**src/common/ipc_pkg.sv**
```systemverilog
// Purpose: shared constants and types of the interrupt level/sense block
// Assumes: 32-bit AHB-Lite data, one register per aligned word
// Notes:   byte offsets below are the word addresses seen on haddr
package ipc_pkg;
    localparam int NUM_LINES = 6;
    localparam int NUM_LEVEL_REGS = 10;
    localparam int LEVEL_W = 3;
    localparam int IDX_W = 4;
    localparam int UPPER_LSB = 4;
    localparam int LOWER_LSB = 0;
    localparam int OFS_W = 8;

    // register map, byte addresses
    localparam logic [7:0] OFS_LEVEL_BASE = 8'h00;
    localparam logic [7:0] OFS_ENABLE = 8'h28;
    localparam logic [7:0] OFS_SENSE_LOW = 8'h2C;
    localparam logic [7:0] OFS_SENSE_HIGH = 8'h30;
    localparam logic [7:0] OFS_STATUS = 8'h34;
    localparam logic [7:0] OFS_EVT_STATUS = 8'h38;
    localparam logic [7:0] OFS_EVT_MASK = 8'h3C;

    // reset values and writable masks
    localparam logic [7:0] LEVEL_RESET = 8'h77;
    localparam logic [7:0] LEVEL_MASK = 8'h77;
    localparam logic [7:0] ENABLE_RESET = 8'h00;
    localparam logic [7:0] SENSE_RESET = 8'h00;
    localparam logic [5:0] FLAGS_RESET = 6'h00;
    localparam logic [3:0] NMI_LEVEL = 4'h8;
    localparam logic [3:0] IDX_NONE = 4'hF;

    // sense select encodings
    typedef enum logic [1:0] {
        SENSE_LOW_LEVEL = 2'b00,
        SENSE_FALL = 2'b01,
        SENSE_RISE = 2'b10,
        SENSE_BOTH = 2'b11
    } ipc_sense_e;

    // line to level field map: register index and upper/lower field
    localparam logic [3:0] LINE_REG [NUM_LINES] =
        '{4'h0, 4'h0, 4'h1, 4'h1, 4'h1, 4'h1};
    localparam logic LINE_UPPER [NUM_LINES] =
        '{1'b1, 1'b0, 1'b1, 1'b1, 1'b0, 1'b0};
endpackage

```
**src/common/ipc_mem_if.sv**
```systemverilog
`timescale 1ns/10ps
// Purpose: carrier between register decode and the level register store
// Assumes: single clock, used only inside the block
// Notes:   level_a and level_b expose the two registers that feed the lines
interface ipc_mem_if;
    logic wr_en;
    logic [3:0] wr_idx;
    logic [7:0] wr_data;
    logic [3:0] rd_idx;
    logic [7:0] rd_data;
    logic [7:0] level_a;
    logic [7:0] level_b;
    modport ctrl (output wr_en, wr_idx, wr_data, rd_idx,
                  input rd_data, level_a, level_b);
    modport mem (input wr_en, wr_idx, wr_data, rd_idx,
                 output rd_data, level_a, level_b);
endinterface // ipc_mem_if

```
**src/hw/ipc_level_mem.sv**
```systemverilog
`timescale 1ns/10ps
// Purpose: store of the ten source level registers, registered read port
// Assumes: rd_idx is presented in the address phase of a read
// Notes:   write bypass keeps back-to-back write then read coherent
module ipc_level_mem (
    input wire logic hclk,
    input wire logic hresetn,
    ipc_mem_if.mem mif
);
    logic [7:0] level_regs [ipc_pkg::NUM_LEVEL_REGS];
    logic [7:0] next_rd;
    logic wr_ok;
    logic rd_ok;

    // ---------------------------------------------------------------
    // index checks
    // ---------------------------------------------------------------
    assign wr_ok = mif.wr_en
        && (mif.wr_idx < 4'(ipc_pkg::NUM_LEVEL_REGS));
    assign rd_ok = mif.rd_idx < 4'(ipc_pkg::NUM_LEVEL_REGS);
    assign mif.level_a = level_regs[0];
    assign mif.level_b = level_regs[1];

    // read mux with bypass of a write in the same cycle
    always_comb
    begin
        next_rd = 8'h00;
        if (wr_ok && mif.wr_idx == mif.rd_idx)
            next_rd = mif.wr_data & ipc_pkg::LEVEL_MASK;
        else if (rd_ok)
            next_rd = level_regs[mif.rd_idx];
    end

    // storage: reserved bits 7 and 3 never hold a one
    always_ff @(posedge hclk or negedge hresetn)
    begin
        if (!hresetn)
        begin
            for (int i = 0; i < ipc_pkg::NUM_LEVEL_REGS; i++)
                level_regs[i] <= ipc_pkg::LEVEL_RESET;
            mif.rd_data <= 8'h00;
        end
        else
        begin
            if (wr_ok)
                level_regs[mif.wr_idx] <= mif.wr_data
                    & ipc_pkg::LEVEL_MASK;
            mif.rd_data <= next_rd;
        end
    end
endmodule // ipc_level_mem

```
**src/hw/ipc_top.sv**
```systemverilog
// Local design decisions: the AHB-Lite slave port and the address map.
`timescale 1ns/10ps
// Purpose: programmable levels, line enables, sense control, line flags
// Assumes: line pins asynchronous; accept and nmi select on hclk
// Notes:   AHB-Lite slave with zero wait states, always OKAY

// Contract
// - ten 8-bit readable writable level registers
// - two 3-bit level fields, bits 2:0, 6:4
// - level field is unsigned, 7 highest
// - bits 7 and 3 read zero, ignore writes
// - level fields reset to all ones
// - enable bit n permits line n, resets 0
// - line n sense select at bits 2n+1:2n
// - 00 low, 01 fall, 10 rise, 11 both
// - sense bits reset 0, read writable
// - flag set on detect, read-one-write-zero clears
// - exception handling clears flag, level needs high
// - nmi fixed level 8, always accepted
// - equal levels: lower vector number wins
module ipc_top (
    input wire logic hclk,
    input wire logic hresetn,
    input wire logic hsel,
    input wire logic [31:0] haddr,
    input wire logic [1:0] htrans,
    input wire logic hwrite,
    input wire logic [2:0] hsize,
    input wire logic [31:0] hwdata,
    input wire logic hready,
    output logic hreadyout,
    output logic hresp,
    output logic [31:0] hrdata,
    input wire logic [5:0] line_pin,
    input wire logic nmi_pin,
    input wire logic nmi_rising_sel,
    input wire logic [5:0] accept_line,
    output logic [5:0] line_req,
    output logic [17:0] line_level,
    output logic nmi_req,
    output logic win_valid,
    output logic win_nmi,
    output logic [2:0] win_line,
    output logic [3:0] win_level,
    output logic irq
);
    localparam int N = ipc_pkg::NUM_LINES;

    ipc_mem_if mif ();

    logic [7:0] ext_line_enable;
    logic [7:0] ext_line_sense_low;
    logic [7:0] ext_line_sense_high;
    logic [5:0] line_request_flag;
    logic [5:0] read_seen;
    logic [5:0] evt_status;
    logic [5:0] evt_mask;
    logic [5:0] pin_meta;
    logic [5:0] pin_sync;
    logic [5:0] pin_prev;
    logic nmi_meta;
    logic nmi_sync;
    logic nmi_prev;
    logic [7:0] dp_addr;
    logic dp_write;
    logic dp_read;
    logic dp_mem;
    logic [7:0] rdata_q;
    logic [5:0] detect;
    logic [5:0] next_flag;
    logic [5:0] next_seen;
    logic [15:0] sense_pair;
    logic [7:0] rd_mux;
    logic [2:0] lvl [N];
    logic [2:0] best_lvl;
    logic [2:0] best_line;
    logic best_found;

    // ---------------------------------------------------------------
    // helpers
    // ---------------------------------------------------------------
    // word offset to level register index, IDX_NONE when outside
    function automatic logic [3:0] level_idx(input logic [7:0] a);
        logic [7:0] w;
        w = (a - ipc_pkg::OFS_LEVEL_BASE) >> 2;
        if (a >= ipc_pkg::OFS_LEVEL_BASE
            && w < 8'(ipc_pkg::NUM_LEVEL_REGS))
            return w[3:0];
        return ipc_pkg::IDX_NONE;
    endfunction

    // pick the upper or lower level field of a register
    function automatic logic [2:0] field(input logic [7:0] r,
                                         input logic upper);
        return upper ? r[ipc_pkg::UPPER_LSB +: ipc_pkg::LEVEL_W]
                     : r[ipc_pkg::LOWER_LSB +: ipc_pkg::LEVEL_W];
    endfunction

    // ---------------------------------------------------------------
    // bus address phase decode
    // ---------------------------------------------------------------
    logic ap_valid;
    logic [7:0] ap_addr;
    logic [3:0] ap_idx;
    logic [3:0] dp_idx;
    assign ap_valid = hsel && htrans[1] && hready;
    assign ap_addr = haddr[7:0];
    assign ap_idx = (haddr[31:8] == 24'h00_0000)
        ? level_idx(ap_addr) : ipc_pkg::IDX_NONE;
    assign dp_idx = level_idx(dp_addr);
    assign hreadyout = 1'b1; // zero wait states
    assign hresp = 1'b0;
    // hsize ignored: only whole-word transfers are supported

    // the level store reads on the address phase, writes on data phase
    assign mif.rd_idx = ap_idx;
    assign mif.wr_en = dp_write && dp_idx != ipc_pkg::IDX_NONE;
    assign mif.wr_idx = dp_idx;
    assign mif.wr_data = hwdata[7:0];

    // address phase capture; unmapped high addresses decode to none
    always_ff @(posedge hclk or negedge hresetn)
    begin
        if (!hresetn)
        begin
            dp_addr <= 8'h00;
            dp_write <= 1'b0;
            dp_read <= 1'b0;
            dp_mem <= 1'b0;
        end
        else
        begin
            dp_addr <= (haddr[31:8] == 24'h00_0000) ? ap_addr
                                                    : 8'hFF;
            dp_write <= ap_valid && hwrite;
            dp_read <= ap_valid && !hwrite;
            dp_mem <= ap_idx != ipc_pkg::IDX_NONE;
        end
    end

    // ---------------------------------------------------------------
    // read data for the registers held here
    // ---------------------------------------------------------------
    // reserved status bits and unmapped words read as zero
    always_comb
    begin
        rd_mux = 8'h00;
        if (haddr[31:8] == 24'h00_0000)
        begin
            case (ap_addr)
                ipc_pkg::OFS_ENABLE: rd_mux = ext_line_enable;
                ipc_pkg::OFS_SENSE_LOW: rd_mux = ext_line_sense_low;
                ipc_pkg::OFS_SENSE_HIGH: rd_mux = ext_line_sense_high;
                ipc_pkg::OFS_STATUS: rd_mux = {2'b00, line_request_flag};
                ipc_pkg::OFS_EVT_STATUS: rd_mux = {2'b00, evt_status};
                ipc_pkg::OFS_EVT_MASK: rd_mux = {2'b00, evt_mask};
                default: rd_mux = 8'h00;
            endcase
        end
    end

    always_ff @(posedge hclk or negedge hresetn)
    begin
        if (!hresetn)
            rdata_q <= 8'h00;
        else if (ap_valid && !hwrite)
            rdata_q <= rd_mux;
    end

    assign hrdata = {24'h00_0000, dp_mem ? mif.rd_data : rdata_q};

    // ---------------------------------------------------------------
    // control registers
    // ---------------------------------------------------------------
    // reserved bits of enable and sense are plain storage; software keeps them zero; evt_mask keeps bits 5:0 only
    always_ff @(posedge hclk or negedge hresetn)
    begin
        if (!hresetn)
        begin
            ext_line_enable <= ipc_pkg::ENABLE_RESET;
            ext_line_sense_low <= ipc_pkg::SENSE_RESET;
            ext_line_sense_high <= ipc_pkg::SENSE_RESET;
            evt_mask <= 6'h00;
        end
        else if (dp_write)
        begin
            case (dp_addr)
                ipc_pkg::OFS_ENABLE: ext_line_enable <= hwdata[7:0];
                ipc_pkg::OFS_SENSE_LOW:
                    ext_line_sense_low <= hwdata[7:0];
                ipc_pkg::OFS_SENSE_HIGH:
                    ext_line_sense_high <= hwdata[7:0];
                ipc_pkg::OFS_EVT_MASK: evt_mask <= hwdata[5:0];
                default: ;
            endcase
        end
    end

    assign sense_pair = {ext_line_sense_high, ext_line_sense_low};

    // ---------------------------------------------------------------
    // pin synchronisers and edge history
    // ---------------------------------------------------------------
    always_ff @(posedge hclk or negedge hresetn)
    begin
        if (!hresetn)
        begin
            pin_meta <= 6'h3F;
            pin_sync <= 6'h3F;
            pin_prev <= 6'h3F;
            nmi_meta <= 1'b1;
            nmi_sync <= 1'b1;
            nmi_prev <= 1'b1;
        end
        else
        begin
            pin_meta <= line_pin;
            pin_sync <= pin_meta;
            pin_prev <= pin_sync;
            nmi_meta <= nmi_pin;
            nmi_sync <= nmi_meta;
            nmi_prev <= nmi_sync;
        end
    end

    // ---------------------------------------------------------------
    // per-line detection and flag update
    // ---------------------------------------------------------------
    // set beats clear so an event in the clearing cycle is kept
    always_comb
    begin
        next_flag = line_request_flag;
        next_seen = read_seen;
        for (int i = 0; i < N; i++)
        begin
            case (ipc_pkg::ipc_sense_e'(sense_pair[2*i +: 2]))
                ipc_pkg::SENSE_LOW_LEVEL: detect[i] = !pin_sync[i];
                ipc_pkg::SENSE_FALL:
                    detect[i] = pin_prev[i] && !pin_sync[i];
                ipc_pkg::SENSE_RISE:
                    detect[i] = !pin_prev[i] && pin_sync[i];
                ipc_pkg::SENSE_BOTH:
                    detect[i] = pin_prev[i] != pin_sync[i];
                default: detect[i] = 1'b0;
            endcase
            // a read that returns one arms the software clear
            if (dp_read && dp_addr == ipc_pkg::OFS_STATUS
                && rdata_q[i])
                next_seen[i] = 1'b1;
            if (dp_write && dp_addr == ipc_pkg::OFS_STATUS
                && read_seen[i] && !hwdata[i])
            begin
                next_flag[i] = 1'b0;
                next_seen[i] = 1'b0;
            end
            if (accept_line[i]
                && (sense_pair[2*i +: 2] != ipc_pkg::SENSE_LOW_LEVEL
                    || pin_sync[i]))
                next_flag[i] = 1'b0;
            if (detect[i])
                next_flag[i] = 1'b1;
            if (!next_flag[i])
                next_seen[i] = 1'b0;
        end
    end

    // event sticky bits follow detection, writing one clears them
    always_ff @(posedge hclk or negedge hresetn)
    begin
        if (!hresetn)
        begin
            line_request_flag <= ipc_pkg::FLAGS_RESET;
            read_seen <= 6'h00;
            evt_status <= 6'h00;
        end
        else
        begin
            line_request_flag <= next_flag;
            read_seen <= next_seen;
            if (dp_write && dp_addr == ipc_pkg::OFS_EVT_STATUS)
                evt_status <= (evt_status & ~hwdata[5:0]) | detect;
            else
                evt_status <= evt_status | detect;
        end
    end

    assign irq = |(evt_status & evt_mask);

    // ---------------------------------------------------------------
    // request outputs and level tagging
    // ---------------------------------------------------------------
    genvar g;
    generate
        for (g = 0; g < N; g++)
        begin : g_line
            assign lvl[g] = field(ipc_pkg::LINE_REG[g] == 4'h0
                ? mif.level_a : mif.level_b,
                ipc_pkg::LINE_UPPER[g]);
            assign line_req[g] = line_request_flag[g]
                && ext_line_enable[g];
            assign line_level[3*g +: 3] = lvl[g];
        end
    endgenerate

    // ---------------------------------------------------------------
    // arbitration between pending lines
    // ---------------------------------------------------------------
    // strict greater keeps the lower line, which has the lower vector
    always_comb
    begin
        best_found = 1'b0;
        best_lvl = 3'h0;
        best_line = 3'h0;
        for (int i = 0; i < N; i++)
        begin
            if (line_req[i] && (!best_found || lvl[i] > best_lvl))
            begin
                best_found = 1'b1;
                best_lvl = lvl[i];
                best_line = 3'(i);
            end
        end
    end

    // nmi edge detect; its level sits above every field value
    always_ff @(posedge hclk or negedge hresetn)
    begin
        if (!hresetn)
            nmi_req <= 1'b0;
        else
            nmi_req <= nmi_rising_sel ? (!nmi_prev && nmi_sync)
                                      : (nmi_prev && !nmi_sync);
    end

    assign win_nmi = nmi_req;
    assign win_valid = nmi_req || best_found;
    assign win_line = best_line;
    assign win_level = nmi_req ? ipc_pkg::NMI_LEVEL
                               : {1'b0, best_lvl};

    ipc_level_mem u_mem (
        .hclk (hclk),
        .hresetn (hresetn),
        .mif (mif)
    );
endmodule // ipc_top

```
**config.mk**
```make
export PLATFORM = sky130hd
export DESIGN_NAME = ipc_top
export DESIGN_NICKNAME = d
export VERILOG_FILES = /design/src/common/ipc_pkg.sv /design/src/common/ipc_mem_if.sv /design/src/hw/ipc_level_mem.sv /design/src/hw/ipc_top.sv
export SDC_FILE = /design/constraint.sdc
export NUM_CORES = 1
export LEC_CHECK = 0
export BUFFER_PORTS_ARGS = -buffer_cell sky130_fd_sc_hd__clkbuf_2
export CAP_MARGIN = 40
export CELL_PAD_IN_SITES_DETAIL_PLACEMENT = 0
export CELL_PAD_IN_SITES_GLOBAL_PLACEMENT = 2
export CORE_AREA = 5 5 202 126
export CTS_CLUSTER_SIZE = 30
export DETAILED_ROUTE_END_ITERATION = 8
export DIE_AREA = 0 0 207 131
export PLACE_DENSITY = 0.95
export SLEW_MARGIN = 5
export SYNTH_ARGS = -nofsm -noshare
export SYNTH_HDL_FRONTEND = slang
export SYNTH_SLANG_ARGS = --single-unit
```
**constraint.sdc**
```tcl
create_clock -name hclk -period 21.8 [get_ports hclk]
set_input_delay 1.09 -clock hclk [delete_from_list [all_inputs] [get_ports hclk]]
set_output_delay 1.09 -clock hclk [all_outputs]
set_load 0.05 [all_outputs]
```
==> qor.txt <==
kind of critical path -> reg2out
Crit. End Element -> output port
wire length per cell -> 19.54 um
cell mode on critical path -> o21ai_0
leak pwr -> 4.423 nW
CTS Buf Count -> 17
Non-Filler Instances -> 1282
die height -> 131 um
clk buf depth -> 2
Fmax -> 100.9 MHz
synth top area cells -> dfstp_2 24%, dfrtp_1 21%, mux2_2 6.1%, o21ai_0 6.0%, nand2_1 4.9%
area leader, netlist -> dfstp_2
Post-synth EDFFs -> 0
Clock Tree Root -> clkbuf_16
Synth cell types -> 73
layout net count -> 1062
Tmin final -> 9.915 ns
initial antenna violation count -> 1
Max stage delay on crit path -> 0.56 ns
RSZ-0062 raised after global routing -> false
register area -> 3980 um2
worst-path maximum fanout -> 8
YS warnings -> 0
antenna viol nets, final -> 0
first-pass GRT wire length -> 38800 um
Post-CTS Setup Bufs -> 0
clk_lat worst skew -> 0.43 ns
Final Hold Vio Count -> 0
Final GP Congestion -> 0.8878
Top delay family on crit path -> compound AO/OA/AOI/OAI gates
diodes inserted -> 0
Post-Syn Area -> 8708 um2
layout cell share with drive strength beyond 1 -> 31.67%
Site Rows -> 44
status -> finished clean
PD cells -> 70.11 nW/um2
vias in the first global route -> 6487
Seq/Total Area, Yosys -> 45.70%
Critical Path RT -> 20.71 ns
IO Pins -> 157
Multi-input gate area -> 4051 um2
largest net degree at the start of global routing -> 86
routed vias/inst -> 5.300
Hold-fix buffers, CTS -> 0
post-CTS resize count -> 0
slowest cell on the critical path -> dfrtp_1
Pins Over Slew Limit -> 0
top_reg_cell synth -> dfstp_2
gr usage total -> 18.54%
setup TNS -> 0 ns
most frequent cell after synthesis -> nand2_1
Die Wd -> 207 um
Tightest Pin Transition -> 0.7850 ns
Post-synth top cells -> 114 x nand2_1, 105 x o21ai_0, 81 x dfstp_2, 74 x dfrtp_1, 50 x inv_1
CTS sink count -> 155
Max Cap Viol -> 0
DR iter-0 viols -> 461
# fillers -> 2407
final period utilization -> 45.48%
GRT overflow -> 0
CTS clk-pin slew, worst paths -> 0.06 ns
Starting Density -> 36.96%
Min Hold Slack -> 0.3551 ns
Clock Skews -> 0.009754 ns
TritonCTS clock tree -> built
via count -> 6795
die area -> 27120 um2
CORE AREA -> 23560 um2
Layout area overhead -> 12.01%
WP data arrival -> 8.82 ns
worst IR drop on VDD -> 0.00005653 V
HPWL Detailed -> 18410 um
endpoints failing setup -> 0
Slew HR -> 47.66%
post-placement cell count -> 1250
Yosys top cell area share -> 24.44%
Avg Inst Size Synth -> 9.796 um2
Reg2Reg Setup Slack -> 19.35 ns
CTS H-tree lvls -> 4
first drt pass iteration count -> 5
final wirelength -> 25050 um
Cells after Synth -> 889
number of synthesized register bits -> 155
Worst Path Buf+Inv -> 3
class of the tightest hold or removal check -> reg2reg
Worst setup SP type -> flip-flop
port bufs -> 102
DR DRC count -> 0
Async SR Flop Fraction -> 100.0%
## per-stage QoR
| stage | util (%) | power [mW] | worst slack, ns | instance area, um2 |
|---|---|---|---|---|
| detailed placement | 39.08 | 0.4090 | 12.49 | 9209 |
| CTS | 41.40 | 0.6914 | 11.98 | 9754 |
| global route | 41.40 | 0.7142 | 11.17 | 9754 |
| floorplan | - | 0.3789 | 12.49 | 8798 |
| global placement | 38.94 | 0.4070 | 12.60 | 9176 |
| finish | 41.40 | 0.6839 | 11.89 | 9754 |
## final timing paths
kind	from	to	cells after the start
max in group asynchronous	hresetn	u_mem.level_regs[40]	3
min reg2reg	pin_meta[1]	pin_sync[1]	0
max	line_request_flag[0]	win_line[1]	37
min in group asynchronous	hresetn	nmi_req	1
max reg2reg	dp_addr[4]	u_mem.mif.rd_data[0]	6
min	pin_meta[1]	pin_sync[1]	0
## flip-flops by register name, indices dropped and copies added, names as in the netlist, 8 cells and up
register             flops
rdata_q                  8
ext_line_sense_high      8
dp_addr                  8
ext_line_sense_low       8
ext_line_enable          8
u_mem.level_regs        48
## logic make-up after synthesis
| group | after synthesis | synth area share [%] |
|---|---|---|
| buf+inv | 144 | 8.807 |
| xor+xnor | 1 | 0.1006 |
| flops | 155 | 45.70 |
| mux | 73 | 9.555 |
| other cells | 2 | 0.08624 |
| compound gates | 214 | 15.45 |
| simple gates | 273 | 16.42 |
| fa+ha+maj | 27 | 3.879 |
## placed cells by master (no fill, tap or decap), types with 7 or more instances in the layout
cell type  netlist  layout
a211oi_1        14      14
a21o_1           7       7
a21oi_1         24      24
a31oi_1         11      11
and2_1          15      15
clkbuf_16        0      17
clkbuf_2         0     101
conb_1           2      26
dfrtp_1         74      74
dfstp_2         81      81
ha_1            27      27
inv_1           50      50
mux2_2          47      47
mux2i_1         22      22
nand2_1        114     114
nand3_1         21      21
nand4_1          8       8
nor2_1          31      31
nor2b_1         14      14
nor3_1          15      15
o21ai_0        105     105
or3_1            7       7
## worst register-to-register path, cell delays in order (launching register included)
cell and delay, ns:
dfrtp_1 0.44, nor3_1 0.57, o211ai_1 0.17, or4_1 0.47, o21ai_2 0.10, o2111ai_4 0.22
mux2_4 0.36
## metal layers
| metal | vias up | GRT usage (%) | share of wire (%) |
|---|---|---|---|
| met5 | - | 0 | 0 |
| met4 | 0 | 3.691 | 0.75 |
| met3 | 15 | 5.870 | 8.9 |
| met2 | 264 | 24.85 | 39 |
| met1 | 3322 | 28.92 | 51 |
| li1 | 3194 | - | - |
## area by class of cell
| class | count | area share [%] |
|---|---|---|
| flip-flops and latches | 155 | 40.80 |
| inverters | 50 | 1.924 |
| multi-input cells | 614 | 41.53 |
| clock buffers | 21 | 4.720 |
| clock inverters | 11 | 0.8722 |
| well taps | 322 | 4.130 |
| repair buffers | 109 | 6.016 |
## power breakdown
part           switching, mW  internal (mW)  total (mW)
Sequential           0.00519          0.295       0.301
Combinational         0.0754         0.0289       0.104
Clock                  0.126          0.153       0.279
Total                  0.206          0.477       0.684
(Power assumes the default switching activity.)
